===== config.mk =====
export PLATFORM = sky130hd
export DESIGN_NAME = pll_memory_config_regs
export DESIGN_NICKNAME = d
export VERILOG_FILES = /design/src/design/pll_memory_config_pkg.sv /design/src/design/wait_state_gen.sv /design/src/design/pll_memory_config_regs.sv
export SDC_FILE = /design/constraint.sdc
export NUM_CORES = 1
export LEC_CHECK = 0
export ABC_AREA = 1
export BUFFER_PORTS_ARGS = -buffer_cell sky130_fd_sc_hd__buf_2
export CAP_MARGIN = 10
export CORE_MARGIN = 4
export CORE_UTILIZATION = 52
export DETAILED_ROUTE_END_ITERATION = 16
export PLACE_DENSITY = 0.86
export SYNTH_ARGS = -nofsm -noshare
export SYNTH_HDL_FRONTEND = slang
export SYNTH_SLANG_ARGS = --single-unit

===== constraint.sdc =====
create_clock -name clk_sys_i -period 1.9 [get_ports clk_sys_i]
set_input_delay 0.095 -clock clk_sys_i [delete_from_list [all_inputs] [get_ports clk_sys_i]]
set_output_delay 0.095 -clock clk_sys_i [all_outputs]
set_load 0.05 [all_outputs]

===== src/design/pll_memory_config_pkg.sv =====
// Function
// - A 10-bit read/write PLL pre-divider field resets to zero and should be left at that value.
// - A 17-bit read/write PLL feedback divider field resets to 0x7FFA and a 4-bit read/write post divider field resets to zero.
// - Three PLL bandwidth selection fields reset to 0x0, 0x18 and 0xB and should not be modified.
// - Each internal SRAM bank gets wait states from its own 2-bit code, 00 none, 01 one, 11 two, reset zero.
// - Internal ROM accesses get wait states from a 2-bit code resetting to zero, 00 none, 01 one, 11 two.
// - Bit 0 of the misc register, reset zero, presents a self-refresh request to the memory controller.
// - Bit 3, reset zero and writable, makes static chip select 0 active high when one and active low when zero.
// - Bit 4, reset zero, makes static chip select 1 active high when one and active low when zero.
// - With bit 7 set, active lane selects of chip select 1 go low on reads and writes, else reads keep all four high.
// - With bit 8 low and a 16-bit static memory, external address 15..0 carries internal address 16..1.
// - With bit 8 high the internal address is not shifted for 16-bit memory and external line 0 is unused.
`default_nettype none
package pll_memory_config_pkg;

	// ****************************************************************
	// Register byte addresses.
	// ****************************************************************
	localparam logic [31:0] PLL_PRE_DIVIDER_ADDR = 32'h1300_2840;
	localparam logic [31:0] PLL_FEEDBACK_DIVIDER_ADDR = 32'h1300_2844;
	localparam logic [31:0] PLL_POST_DIVIDER_ADDR = 32'h1300_2848;
	localparam logic [31:0] PLL_BANDWIDTH_R_ADDR = 32'h1300_284c;
	localparam logic [31:0] PLL_BANDWIDTH_I_ADDR = 32'h1300_2850;
	localparam logic [31:0] PLL_BANDWIDTH_P_ADDR = 32'h1300_2854;
	localparam logic [31:0] SRAM_BANK0_WAIT_ADDR = 32'h1300_2858;
	localparam logic [31:0] SRAM_BANK1_WAIT_ADDR = 32'h1300_285c;
	localparam logic [31:0] ROM_WAIT_ADDR = 32'h1300_2860;
	localparam logic [31:0] STATIC_MEM_MISC_ADDR = 32'h1300_2864;

	// ****************************************************************
	// Field widths and reset values.
	// ****************************************************************
	localparam int PRE_W = 10;
	localparam int FB_W = 17;
	localparam int POST_W = 4;
	localparam int BW_W = 4;
	localparam int SELI_W = 5;
	localparam int WAIT_W = 2;
	localparam int MISC_W = 9;
	localparam logic [PRE_W-1:0] PRE_RST = 10'h000;
	localparam logic [FB_W-1:0] FB_RST = 17'h07ffa;
	localparam logic [POST_W-1:0] POST_RST = 4'h0;
	localparam logic [BW_W-1:0] SELR_RST = 4'h0;
	localparam logic [SELI_W-1:0] SELI_RST = 5'h18;
	localparam logic [BW_W-1:0] SELP_RST = 4'hb;
	localparam logic [WAIT_W-1:0] WAIT_RST = 2'h0;
	localparam logic [MISC_W-1:0] MISC_RST = 9'h000;

	// ****************************************************************
	// Misc register bit positions and writable mask.
	// ****************************************************************
	localparam int SREF_BIT = 0;
	localparam int CS0_POL_BIT = 3;
	localparam int CS1_POL_BIT = 4;
	localparam int CS1_LANE_BIT = 7;
	localparam int ADDR_MODE_BIT = 8;
	localparam logic [MISC_W-1:0] MISC_MASK = 9'h199;

	// ****************************************************************
	// Wait-state codes.
	// ****************************************************************
	localparam logic [WAIT_W-1:0] WAIT_NONE = 2'h0;
	localparam logic [WAIT_W-1:0] WAIT_ONE = 2'h1;
	localparam logic [WAIT_W-1:0] WAIT_TWO = 2'h3;

	// ****************************************************************
	// Carriers.
	// ****************************************************************
	typedef struct packed {
		logic [PRE_W-1:0] pre_divider;
		logic [FB_W-1:0] feedback_divider;
		logic [POST_W-1:0] post_divider;
		logic [BW_W-1:0] bandwidth_r;
		logic [SELI_W-1:0] bandwidth_i;
		logic [BW_W-1:0] bandwidth_p;
	} pll_cfg_type;

	typedef struct packed {
		logic valid;
		logic write;
		logic cs1;
		logic memory_width16;
		logic [3:0] lanes;
		logic [31:0] addr;
	} smem_req_type;

endpackage
`default_nettype wire


===== src/design/wait_state_gen.sv =====
`timescale 1ns/1ps
`default_nettype none
module wait_state_gen (
	// Clock and reset.
	input wire logic clk_sys_i,
	input wire logic reset_n_i,
	// Configuration and access handshake.
	input wire logic [pll_memory_config_pkg::WAIT_W-1:0] wait_code_i,
	input wire logic req_i,
	output logic ready_o
);
	import pll_memory_config_pkg::*;

	logic [1:0] count_q;
	logic busy_q;
	logic [1:0] waits;

	// ****************************************************************
	// Code decode.
	// ****************************************************************
	// The undefined code 10 is served as the slower setting, which is always safe.
	always_comb begin
		unique case (wait_code_i)
			WAIT_NONE: waits = 2'd0;
			WAIT_ONE: waits = 2'd1;
			default: waits = 2'd2;
		endcase
	end

	// Count the wait states; a request while busy is ignored.
	always_ff @(posedge clk_sys_i or negedge reset_n_i) begin
		if (!reset_n_i) begin
			count_q <= 2'd0;
			busy_q <= 1'b0;
			ready_o <= 1'b0;
		end else begin
			ready_o <= 1'b0;
			if (busy_q) begin
				count_q <= count_q - 2'd1;
				if (count_q == 2'd1) begin
					busy_q <= 1'b0;
					ready_o <= 1'b1;
				end
			end else if (req_i) begin
				if (waits == 2'd0) begin
					ready_o <= 1'b1;
				end else begin
					busy_q <= 1'b1;
					count_q <= waits;
				end
			end
		end
	end
endmodule // wait_state_gen
`default_nettype wire


===== src/design/pll_memory_config_regs.sv =====
`timescale 1ns/1ps
`default_nettype none
module pll_memory_config_regs #(
	parameter int WAIT_PORTS = 3
) (
	// Clock and reset.
	input wire logic clk_sys_i,
	input wire logic reset_n_i,
	// Register port.
	input wire logic [31:0] addr_i,
	input wire logic [31:0] wr_data_i,
	input wire logic wr_en_i,
	input wire logic rd_en_i,
	output logic [31:0] rd_data_o,
	// PLL configuration.
	output pll_memory_config_pkg::pll_cfg_type pll_cfg_o,
	// Internal memory wait handshake: 0 bank 0, 1 bank 1, 2 ROM.
	input wire logic [WAIT_PORTS-1:0] mem_req_i,
	output logic [WAIT_PORTS-1:0] mem_ready_o,
	// Static memory controller side.
	input wire pll_memory_config_pkg::smem_req_type smem_req_i,
	output logic self_refresh_req_o,
	output logic [1:0] chip_select_o,
	output logic [3:0] byte_lane_select_n_o,
	output logic [15:0] ext_addr_o
);
	import pll_memory_config_pkg::*;

	// The three wait registers map one to one onto the wait ports.
	if (WAIT_PORTS != 3) begin : g_bad_ports
		$error("WAIT_PORTS must be 3");
	end

	logic [WAIT_W-1:0] wait_code_q [WAIT_PORTS];
	logic [MISC_W-1:0] misc_q;
	logic [31:0] rd_data_d;
	logic cs0_polarity;
	logic cs1_polarity;
	logic cs1_lane_polarity;
	logic address_mode_select;

	assign cs0_polarity = misc_q[CS0_POL_BIT];
	assign cs1_polarity = misc_q[CS1_POL_BIT];
	assign cs1_lane_polarity = misc_q[CS1_LANE_BIT];
	assign address_mode_select = misc_q[ADDR_MODE_BIT];

	// ****************************************************************
	// PLL registers.
	// ****************************************************************
	// Only the low field bits are stored, so reserved bits ignore writes.
	always_ff @(posedge clk_sys_i or negedge reset_n_i) begin
		if (!reset_n_i) begin
			pll_cfg_o.pre_divider <= PRE_RST;
			pll_cfg_o.feedback_divider <= FB_RST;
			pll_cfg_o.post_divider <= POST_RST;
			pll_cfg_o.bandwidth_r <= SELR_RST;
			pll_cfg_o.bandwidth_i <= SELI_RST;
			pll_cfg_o.bandwidth_p <= SELP_RST;
		end else if (wr_en_i) begin
			unique case (addr_i)
				PLL_PRE_DIVIDER_ADDR: pll_cfg_o.pre_divider <= wr_data_i[PRE_W-1:0];
				PLL_FEEDBACK_DIVIDER_ADDR: pll_cfg_o.feedback_divider <= wr_data_i[FB_W-1:0];
				PLL_POST_DIVIDER_ADDR: pll_cfg_o.post_divider <= wr_data_i[POST_W-1:0];
				PLL_BANDWIDTH_R_ADDR: pll_cfg_o.bandwidth_r <= wr_data_i[BW_W-1:0];
				PLL_BANDWIDTH_I_ADDR: pll_cfg_o.bandwidth_i <= wr_data_i[SELI_W-1:0];
				PLL_BANDWIDTH_P_ADDR: pll_cfg_o.bandwidth_p <= wr_data_i[BW_W-1:0];
				default: ;
			endcase
		end
	end

	// ****************************************************************
	// Wait and misc registers.
	// ****************************************************************
	always_ff @(posedge clk_sys_i or negedge reset_n_i) begin
		if (!reset_n_i) begin
			for (int i = 0; i < WAIT_PORTS; i++) begin
				wait_code_q[i] <= WAIT_RST;
			end
			misc_q <= MISC_RST;
		end else if (wr_en_i) begin
			unique case (addr_i)
				SRAM_BANK0_WAIT_ADDR: wait_code_q[0] <= wr_data_i[WAIT_W-1:0];
				SRAM_BANK1_WAIT_ADDR: wait_code_q[1] <= wr_data_i[WAIT_W-1:0];
				ROM_WAIT_ADDR: wait_code_q[2] <= wr_data_i[WAIT_W-1:0];
				STATIC_MEM_MISC_ADDR: misc_q <= wr_data_i[MISC_W-1:0] & MISC_MASK;
				default: ;
			endcase
		end
	end

	// ****************************************************************
	// Read path.
	// ****************************************************************
	// Unmapped addresses read zero; data stand only in the cycle after the strobe.
	always_comb begin
		rd_data_d = 32'h0000_0000;
		unique case (addr_i)
			PLL_PRE_DIVIDER_ADDR: rd_data_d[PRE_W-1:0] = pll_cfg_o.pre_divider;
			PLL_FEEDBACK_DIVIDER_ADDR: rd_data_d[FB_W-1:0] = pll_cfg_o.feedback_divider;
			PLL_POST_DIVIDER_ADDR: rd_data_d[POST_W-1:0] = pll_cfg_o.post_divider;
			PLL_BANDWIDTH_R_ADDR: rd_data_d[BW_W-1:0] = pll_cfg_o.bandwidth_r;
			PLL_BANDWIDTH_I_ADDR: rd_data_d[SELI_W-1:0] = pll_cfg_o.bandwidth_i;
			PLL_BANDWIDTH_P_ADDR: rd_data_d[BW_W-1:0] = pll_cfg_o.bandwidth_p;
			SRAM_BANK0_WAIT_ADDR: rd_data_d[WAIT_W-1:0] = wait_code_q[0];
			SRAM_BANK1_WAIT_ADDR: rd_data_d[WAIT_W-1:0] = wait_code_q[1];
			ROM_WAIT_ADDR: rd_data_d[WAIT_W-1:0] = wait_code_q[2];
			STATIC_MEM_MISC_ADDR: rd_data_d[MISC_W-1:0] = misc_q;
			default: ;
		endcase
	end

	always_ff @(posedge clk_sys_i or negedge reset_n_i) begin
		if (!reset_n_i) begin
			rd_data_o <= 32'h0000_0000;
		end else if (rd_en_i) begin
			rd_data_o <= rd_data_d;
		end else begin
			rd_data_o <= 32'h0000_0000;
		end
	end

	// ****************************************************************
	// Wait-state generators.
	// ****************************************************************
	for (genvar g = 0; g < WAIT_PORTS; g++) begin : g_wait
		wait_state_gen u_wait (
			.clk_sys_i(clk_sys_i),
			.reset_n_i(reset_n_i),
			.wait_code_i(wait_code_q[g]),
			.req_i(mem_req_i[g]),
			.ready_o(mem_ready_o[g])
		);
	end

	// ****************************************************************
	// Static memory outputs.
	// ****************************************************************
	// The misc bit is copied to the request output so the controller sees a clean flop.
	always_ff @(posedge clk_sys_i or negedge reset_n_i) begin
		if (!reset_n_i) begin
			self_refresh_req_o <= 1'b0;
		end else begin
			self_refresh_req_o <= misc_q[SREF_BIT];
		end
	end

	// Idle selects sit at their inactive level, which follows the polarity bit.
	always_ff @(posedge clk_sys_i or negedge reset_n_i) begin
		if (!reset_n_i) begin
			chip_select_o <= 2'b11;
		end else begin
			chip_select_o[0] <= (smem_req_i.valid && !smem_req_i.cs1) ~^ cs0_polarity;
			chip_select_o[1] <= (smem_req_i.valid && smem_req_i.cs1) ~^ cs1_polarity;
		end
	end

	// Chip select 0 always keeps lanes high on reads; only chip select 1 has the option.
	always_ff @(posedge clk_sys_i or negedge reset_n_i) begin
		if (!reset_n_i) begin
			byte_lane_select_n_o <= 4'hf;
		end else if (smem_req_i.valid && (smem_req_i.write || (smem_req_i.cs1 && cs1_lane_polarity))) begin
			byte_lane_select_n_o <= ~smem_req_i.lanes;
		end else begin
			byte_lane_select_n_o <= 4'hf;
		end
	end

	// A 16-bit part in unshifted mode leaves line 0 unused; it is driven low.
	always_ff @(posedge clk_sys_i or negedge reset_n_i) begin
		if (!reset_n_i) begin
			ext_addr_o <= 16'h0000;
		end else if (smem_req_i.valid) begin
			if (smem_req_i.memory_width16 && !address_mode_select) begin
				ext_addr_o <= smem_req_i.addr[16:1];
			end else if (smem_req_i.memory_width16) begin
				ext_addr_o <= {smem_req_i.addr[15:1], 1'b0};
			end else begin
				ext_addr_o <= smem_req_i.addr[15:0];
			end
		end
	end
endmodule // pll_memory_config_regs
`default_nettype wire


# After elaboration in Yosys (flattened, before gate mapping)
# Cells that the tools add are included.
[classes] div_mod_pow=0 reduce_logical=30 n_eq_ne=19 n_mux=46 n_mul=0 n_shift=0 n_addsub=3 order_cmp=0 bitwise_logic=3
[ops] cell="32-bit by 29-bit equality test with 1-bit output, second input constant" count=10
[ops] cell="2-bit AND reduction" count=13
[ops] cell="1-bit two-way mux" count=25
[ops] cell="2-bit one-hot mux with 10 select lines" count=1
[ops] cell="2-bit two-way mux" count=9
[ops] cell="17-bit two-way mux" count=1
[ops] cell="16-bit two-way mux" count=1
[ops] cell="2-bit one-hot mux with 7 select lines" count=1
[ops] cell="2-bit by 1-bit equality test with 1-bit output, second input constant" count=6
[ops] cell="2-bit zero test" count=6
[ops] cell="2-bit one-hot mux with 2 select lines" count=3
[ops] cell="4-bit one-hot mux with 3 select lines" count=1
[ops] cell="7-bit two-way mux" count=1
[ops] cell="2-bit by 1-bit != test with 1-bit output, second input constant" count=3
[ops] cell="2-bit nonzero test" count=3
[ops] cell="2-bit by 1-bit subtractor with 2-bit output, second input constant" count=3
[ops] cell="1-bit logical AND" count=5
[ops] cell="4-bit two-way mux" count=1
[ops] cell="4-bit NOT" count=1
[ops] cell="1-bit one-hot mux with 4 select lines" count=1
[ops] cell="1-bit zero test" count=2
[ops] cell="1-bit one-hot mux with 2 select lines" count=1
[ops] cell="1-bit bitwise XNOR" count=2
[ops] cell="1-bit logical OR" count=1
[totals] word_cells=125 mem_count=0 ram_bits=0 reg_bits=122 latchBits=0 romBits=0

# Depth between registers and ports, before layout
[depth] depth_word=6 mapped_depth=13 depth_no_buf=13

# By module
# A second synthesis with hierarchy kept.
[unflattened] hier_cells=627 hier_area_um2=5230.0
[by_module_without_submodules] mod="pll_memory_config_regs" n_inst=1 seq_area_each_um2=2407.3 cells_each=540 area_each_um2=4565.6
[by_module_without_submodules] mod="wait_state_gen" n_inst=3 seq_area_each_um2=100.1 cells_each=29 area_each_um2=221.5

# Least setup slack after synthesis
# OpenSTA, ideal clock, no wires.
[synth_path] path_kind="input port to flip-flop" from="in addr_i[29]" to="reg wait_code_q[0] in the netlist's numbering" slack_ns=0.660 n_path_buf=1 cell_stages=9 arrival_time_ns=1.112 setup_ns=0.128 cell_sequence="inv_1 > nand2_1 > nor2_1 > nand2_1 > nor2_4 > buf_6 > nand2_1 > nor2_2 > mux2_1"
[synth_between] elab_chain_len=2
[synth_lines] item="start, declared" line_no="pll_memory_config_regs.sv:10" text="input wire logic [31:0] addr_i,"
[synth_lines] item="32-bit by 29-bit equality test with 1-bit output" line_no="pll_memory_config_regs.sv:82" text="unique case (addr_i)"
[synth_lines] item="2-bit AND reduction (no line)"
[synth_lines] item="end, declared" line_no="pll_memory_config_regs.sv:34" text="logic [WAIT_W-1:0] wait_code_q [WAIT_PORTS];"
# Every way passes these cells.
# A chain may end at the register's enable or synchronous reset.

# Worst setup path after layout
[layout_path] from="reg misc_q[8]" to="reg ext_addr_o[0]"
[layout_between] elab_chain_len=3
[layout_lines] item="start, declared" line_no="pll_memory_config_regs.sv:35" text="logic [MISC_W-1:0] misc_q;"
[layout_lines] item="start signal, assigned" line_no="pll_memory_config_regs.sv:86" text="STATIC_MEM_MISC_ADDR: misc_q <= wr_data_i[MISC_W-1:0] & MISC_MASK;"
[layout_lines] item="1-bit zero test" line_no="pll_memory_config_regs.sv:174" text="if (smem_req_i.memory_width16 && !address_mode_select) begin"
[layout_lines] item="1-bit logical AND" line_no="pll_memory_config_regs.sv:174"
[layout_lines] item="16-bit two-way mux" line_no="pll_memory_config_regs.sv:174"
[layout_lines] item="end signal, assigned" line_no="pll_memory_config_regs.sv:175" text="ext_addr_o <= smem_req_i.addr[16:1];"
[layout_lines] item="end signal, assigned" line_no="pll_memory_config_regs.sv:177" text="ext_addr_o <= {smem_req_i.addr[15:1], 1'b0};"
[layout_lines] item="end signal, assigned" line_no="pll_memory_config_regs.sv:179" text="ext_addr_o <= smem_req_i.addr[15:0];"
[layout_lines] item="end, declared" line_no="pll_memory_config_regs.sv:25" text="output logic [15:0] ext_addr_o"
# Every way passes these cells.

==> impl_metrics.csv <==
group,metric,value,unit
grt,grtUsageTotal,25.1,%
drt,wl_per_cell,15.0,µm
synth,yosys.area.top_type,"dfrtp_1",
sta,setup_tns,0,ns
setup_path,crit_type,"reg2reg",
placed_design,gp_congestion,0.891,
setup_path,required,2.17,ns
sta,tightestPinTransition,0.586,ns
cts,clock_path_buffers,2,
drt,drt-total-wl,14400,µm
synth,synth_most_common_cell,"nand2_1",
placed_design,placed_cell_area,6010,µm²
sta,rsz0062_at_grt,"no",
setup_path,critPathTopFamily,"buffers and inverters",
setup_path,path_cells,"inv_1 > nand2_1 > clkinvlp_4 > nand2_1 > a31oi_1 > dlygate4sd3_1",
finish,final_nets,935,
grt,grt_max_degree,43,
synth,syn_area_per_cell,8.43,µm²
grt,grt_pass1_vias,4947,
sta,max_freq,0.569,GHz
cts,cts_tree,"built",
grt,grt_pass1_wl,23100,µm
finish,diodes,0,
sta,slew_violations,0,
setup_path,end_kind,"flop",
sta,period_needed,1.76,ns
cts,cts_root_buf,"clkbuf_8",
drt,drt-initial-drc-count,246,
cts,h-tree-depth,3,
cts,clk_latency,0.37,ns
cts,post-cts-setup-buffers,0,
drt,dr.pass1.iters,5,
finish,drive_above_1_share,31.2,%
floorplanning,rows,36,
synth,async_reset_ff_share,100,%
floorplanning,dieArea,11600,µm²
setup_path,worstPathArrival,2.03,ns
drt,routed-via-count,4901,
sta,post-route-period-util,92.5,%
synth,synth_area_leaders,"dfrtp_1, nand2_1, dfstp_2",
finish,num-fill-cells,759,
job,cap_viol_max_count,0,
grt,antenna_found_initial,0,
power,powerDensity,710,nW/µm²
floorplanning,dieWidth,108,µm
cts,cts_buffers,9,
sta,slew_headroom,61.0,%
synth,synthTopCellsByCount,"nand2_1, dfrtp_1, inv_1",
floorplanning,initial_core_util,53.0,%
power,ir_worst_vdd,0.000527,V
finish,final_area,6690,µm²
synth,synth_edf_count,0,
sta,hold_viol,0,
drt,vias_per_cell,5.11,
synth,synth_top_cell_area_share,40.3,%
drt,ant_nets,0,
synth,ys_ff_latch,107,
synth,synth_seq_area_share,52.5,%
setup_path,crit_buf_inv,3,
outcome,status,"complete, no violations",
placed_design,hpwl,9790,µm
setup_path,cp_max_fo,16,
synth,synth.cell_area,5150,µm²
power,leakage,0.00351,µW
finish,syn2layout_area_growth,29.9,%
drt,drc,0,
cts,clk_pin_slew,0.11,ns
synth,ys_types,33,
synth,yosysWarnings,0,
worst_hold_path,hp-class,"in2reg",
grt,overflow,0,
floorplanning,die_h,108,µm
synth,synthCells,611,
cts,cts.sinks,107,
sta,finClkSkew,0.0133,ns
synth,synth_flop_cell,"dfrtp_1",
placed_design,port_buffers,167,
setup_path,slowest_delay,0.58,ns
setup_path,cp-start-kind,"flop",
setup_path,critPathSlowestCell,"dlygate4sd3_1",
floorplanning,coreArea,9730,µm²
floorplanning,io_pins,213,
sta,setup_viol,0,
setup_path,critPathMostFrequentCell,"nand2_1",
worst paths after layout:
check	depth (start not counted)	to	slack, ns	from
worst min register to register	0	self_refresh_req_o	0.43	misc_q[0]
worst min-delay path	4	byte_lane_select_n_o[2]	0.01	smem_req_i[38]
min in group asynchronous	2	g_wait[1].u_wait.ready_o	0.20	reset_n_i
max in group asynchronous	3	pll_cfg_o[31]	1.02	reset_n_i
worst max register to register	6	ext_addr_o[0]	0.14	misc_q[8]
worst max-delay path	6	ext_addr_o[0]	0.14	misc_q[8]
layout make-up:
class,count,area [µm²],area share (%)
Clock buffer,10,128,1.91
Clock inverter,6,88.8,1.33
Inverter,65,251,3.76
Multi-Input combinational cell,418,1990,29.7
Sequential cell,107,2710,40.5
Tap cell,133,166,2.49
Timing Repair Buffer,220,1360,20.4
layer usage:
metal / vias up / wire length (µm) / GRT usage (%)
met4: 0 / 354 / 9.74
met5: - / 0 / 0
met2: 201 / 7590 / 44.1
met3: 34 / 959 / 4.26
met1: 2346 / 5500 / 30.8
li1: 2320 / - / -
worst min-delay path, delay by kind of cell:
kind | cells | cell delay, ns
simple gates | 3 | 0.22
buf+inv | 1 | 0.07
flip-flops by register name, summed over array words and instances (netlist names):
| name | cells |
|---|---|
| chip_select_o | 2 |
| g_wait.u_wait.ready_o | 3 |
| misc_q | 5 |
| pll_cfg_o | 44 |
| self_refresh_req_o | 1 |
| rd_data_o | 17 |
| wait_code_q | 6 |
| byte_lane_select_n_o | 4 |
| g_wait.u_wait.count_q | 6 |
| ext_addr_o | 16 |
| g_wait.u_wait.busy_q | 3 |
cells in the final DEF (no fill, tap or decap), types with 9 or more instances in the layout:
master,count
o21ai_1,14
o21ai_2,16
nor2_1,50
dfstp_2,24
nand2_1,196
dlygate4sd3_1,46
clkbuf_8,9
conb_1,15
a31oi_1,17
nand3_1,42
inv_1,59
dfrtp_1,83
buf_2,166
o21ai_0,22
power breakdown:
part           total [µW]  internal, µW  leakage (µW)  switching, µW
Clock                1520           746      0.000103            777
Combinational         809           264       0.00206            546
Sequential           2420          2370       0.00135           52.8
kinds of logic (layout without fill, tap and decap cells):
family | after synthesis | after routing | share of synthesized area, %
adders and majority gates | 3 | 3 | 0.728
xor gates and xnor gates | 2 | 2 | 0.340
DFF | 107 | 107 | 52.5
buffers and inverters | 100 | 301 | 9.93
muxes | 1 | 1 | 0.218
other | 1 | 15 | 0.0728
AOI/OAI and AO/OA | 81 | 81 | 9.81
and+or+nand+nor | 316 | 316 | 26.4
repair_timing:
| item | in CTS | in global routing |
|---|---|---|
| gates resized for setup | 0 | 1 |
| setup endpoints to repair | 0 | 4 |
| hold buffers | 46 | 0 |
| endpoints found under the hold margin | 65 | 0 |
metrics by stage:
step | std cells | power [µW] | setup slack, ns | hold WS [ns] | util, %
3_3_place_gp | 897 | 3130 | 0.231 | 0.0505 | 61.8
3_5_place_dp | 897 | 3170 | 0.202 | 0.0575 | 61.8
2_1_floorplan | 625 | 2950 | 0.660 | -0.201 | -
4_1_cts | 959 | 4760 | 0.172 | 0.00497 | 68.8
6_report | 959 | 4750 | 0.142 | 0.00955 | 68.8
5_1_grt | 959 | 4940 | 0.00674 | 0.00531 | 68.8
Note: power is estimated with default switching activity, not from simulation.
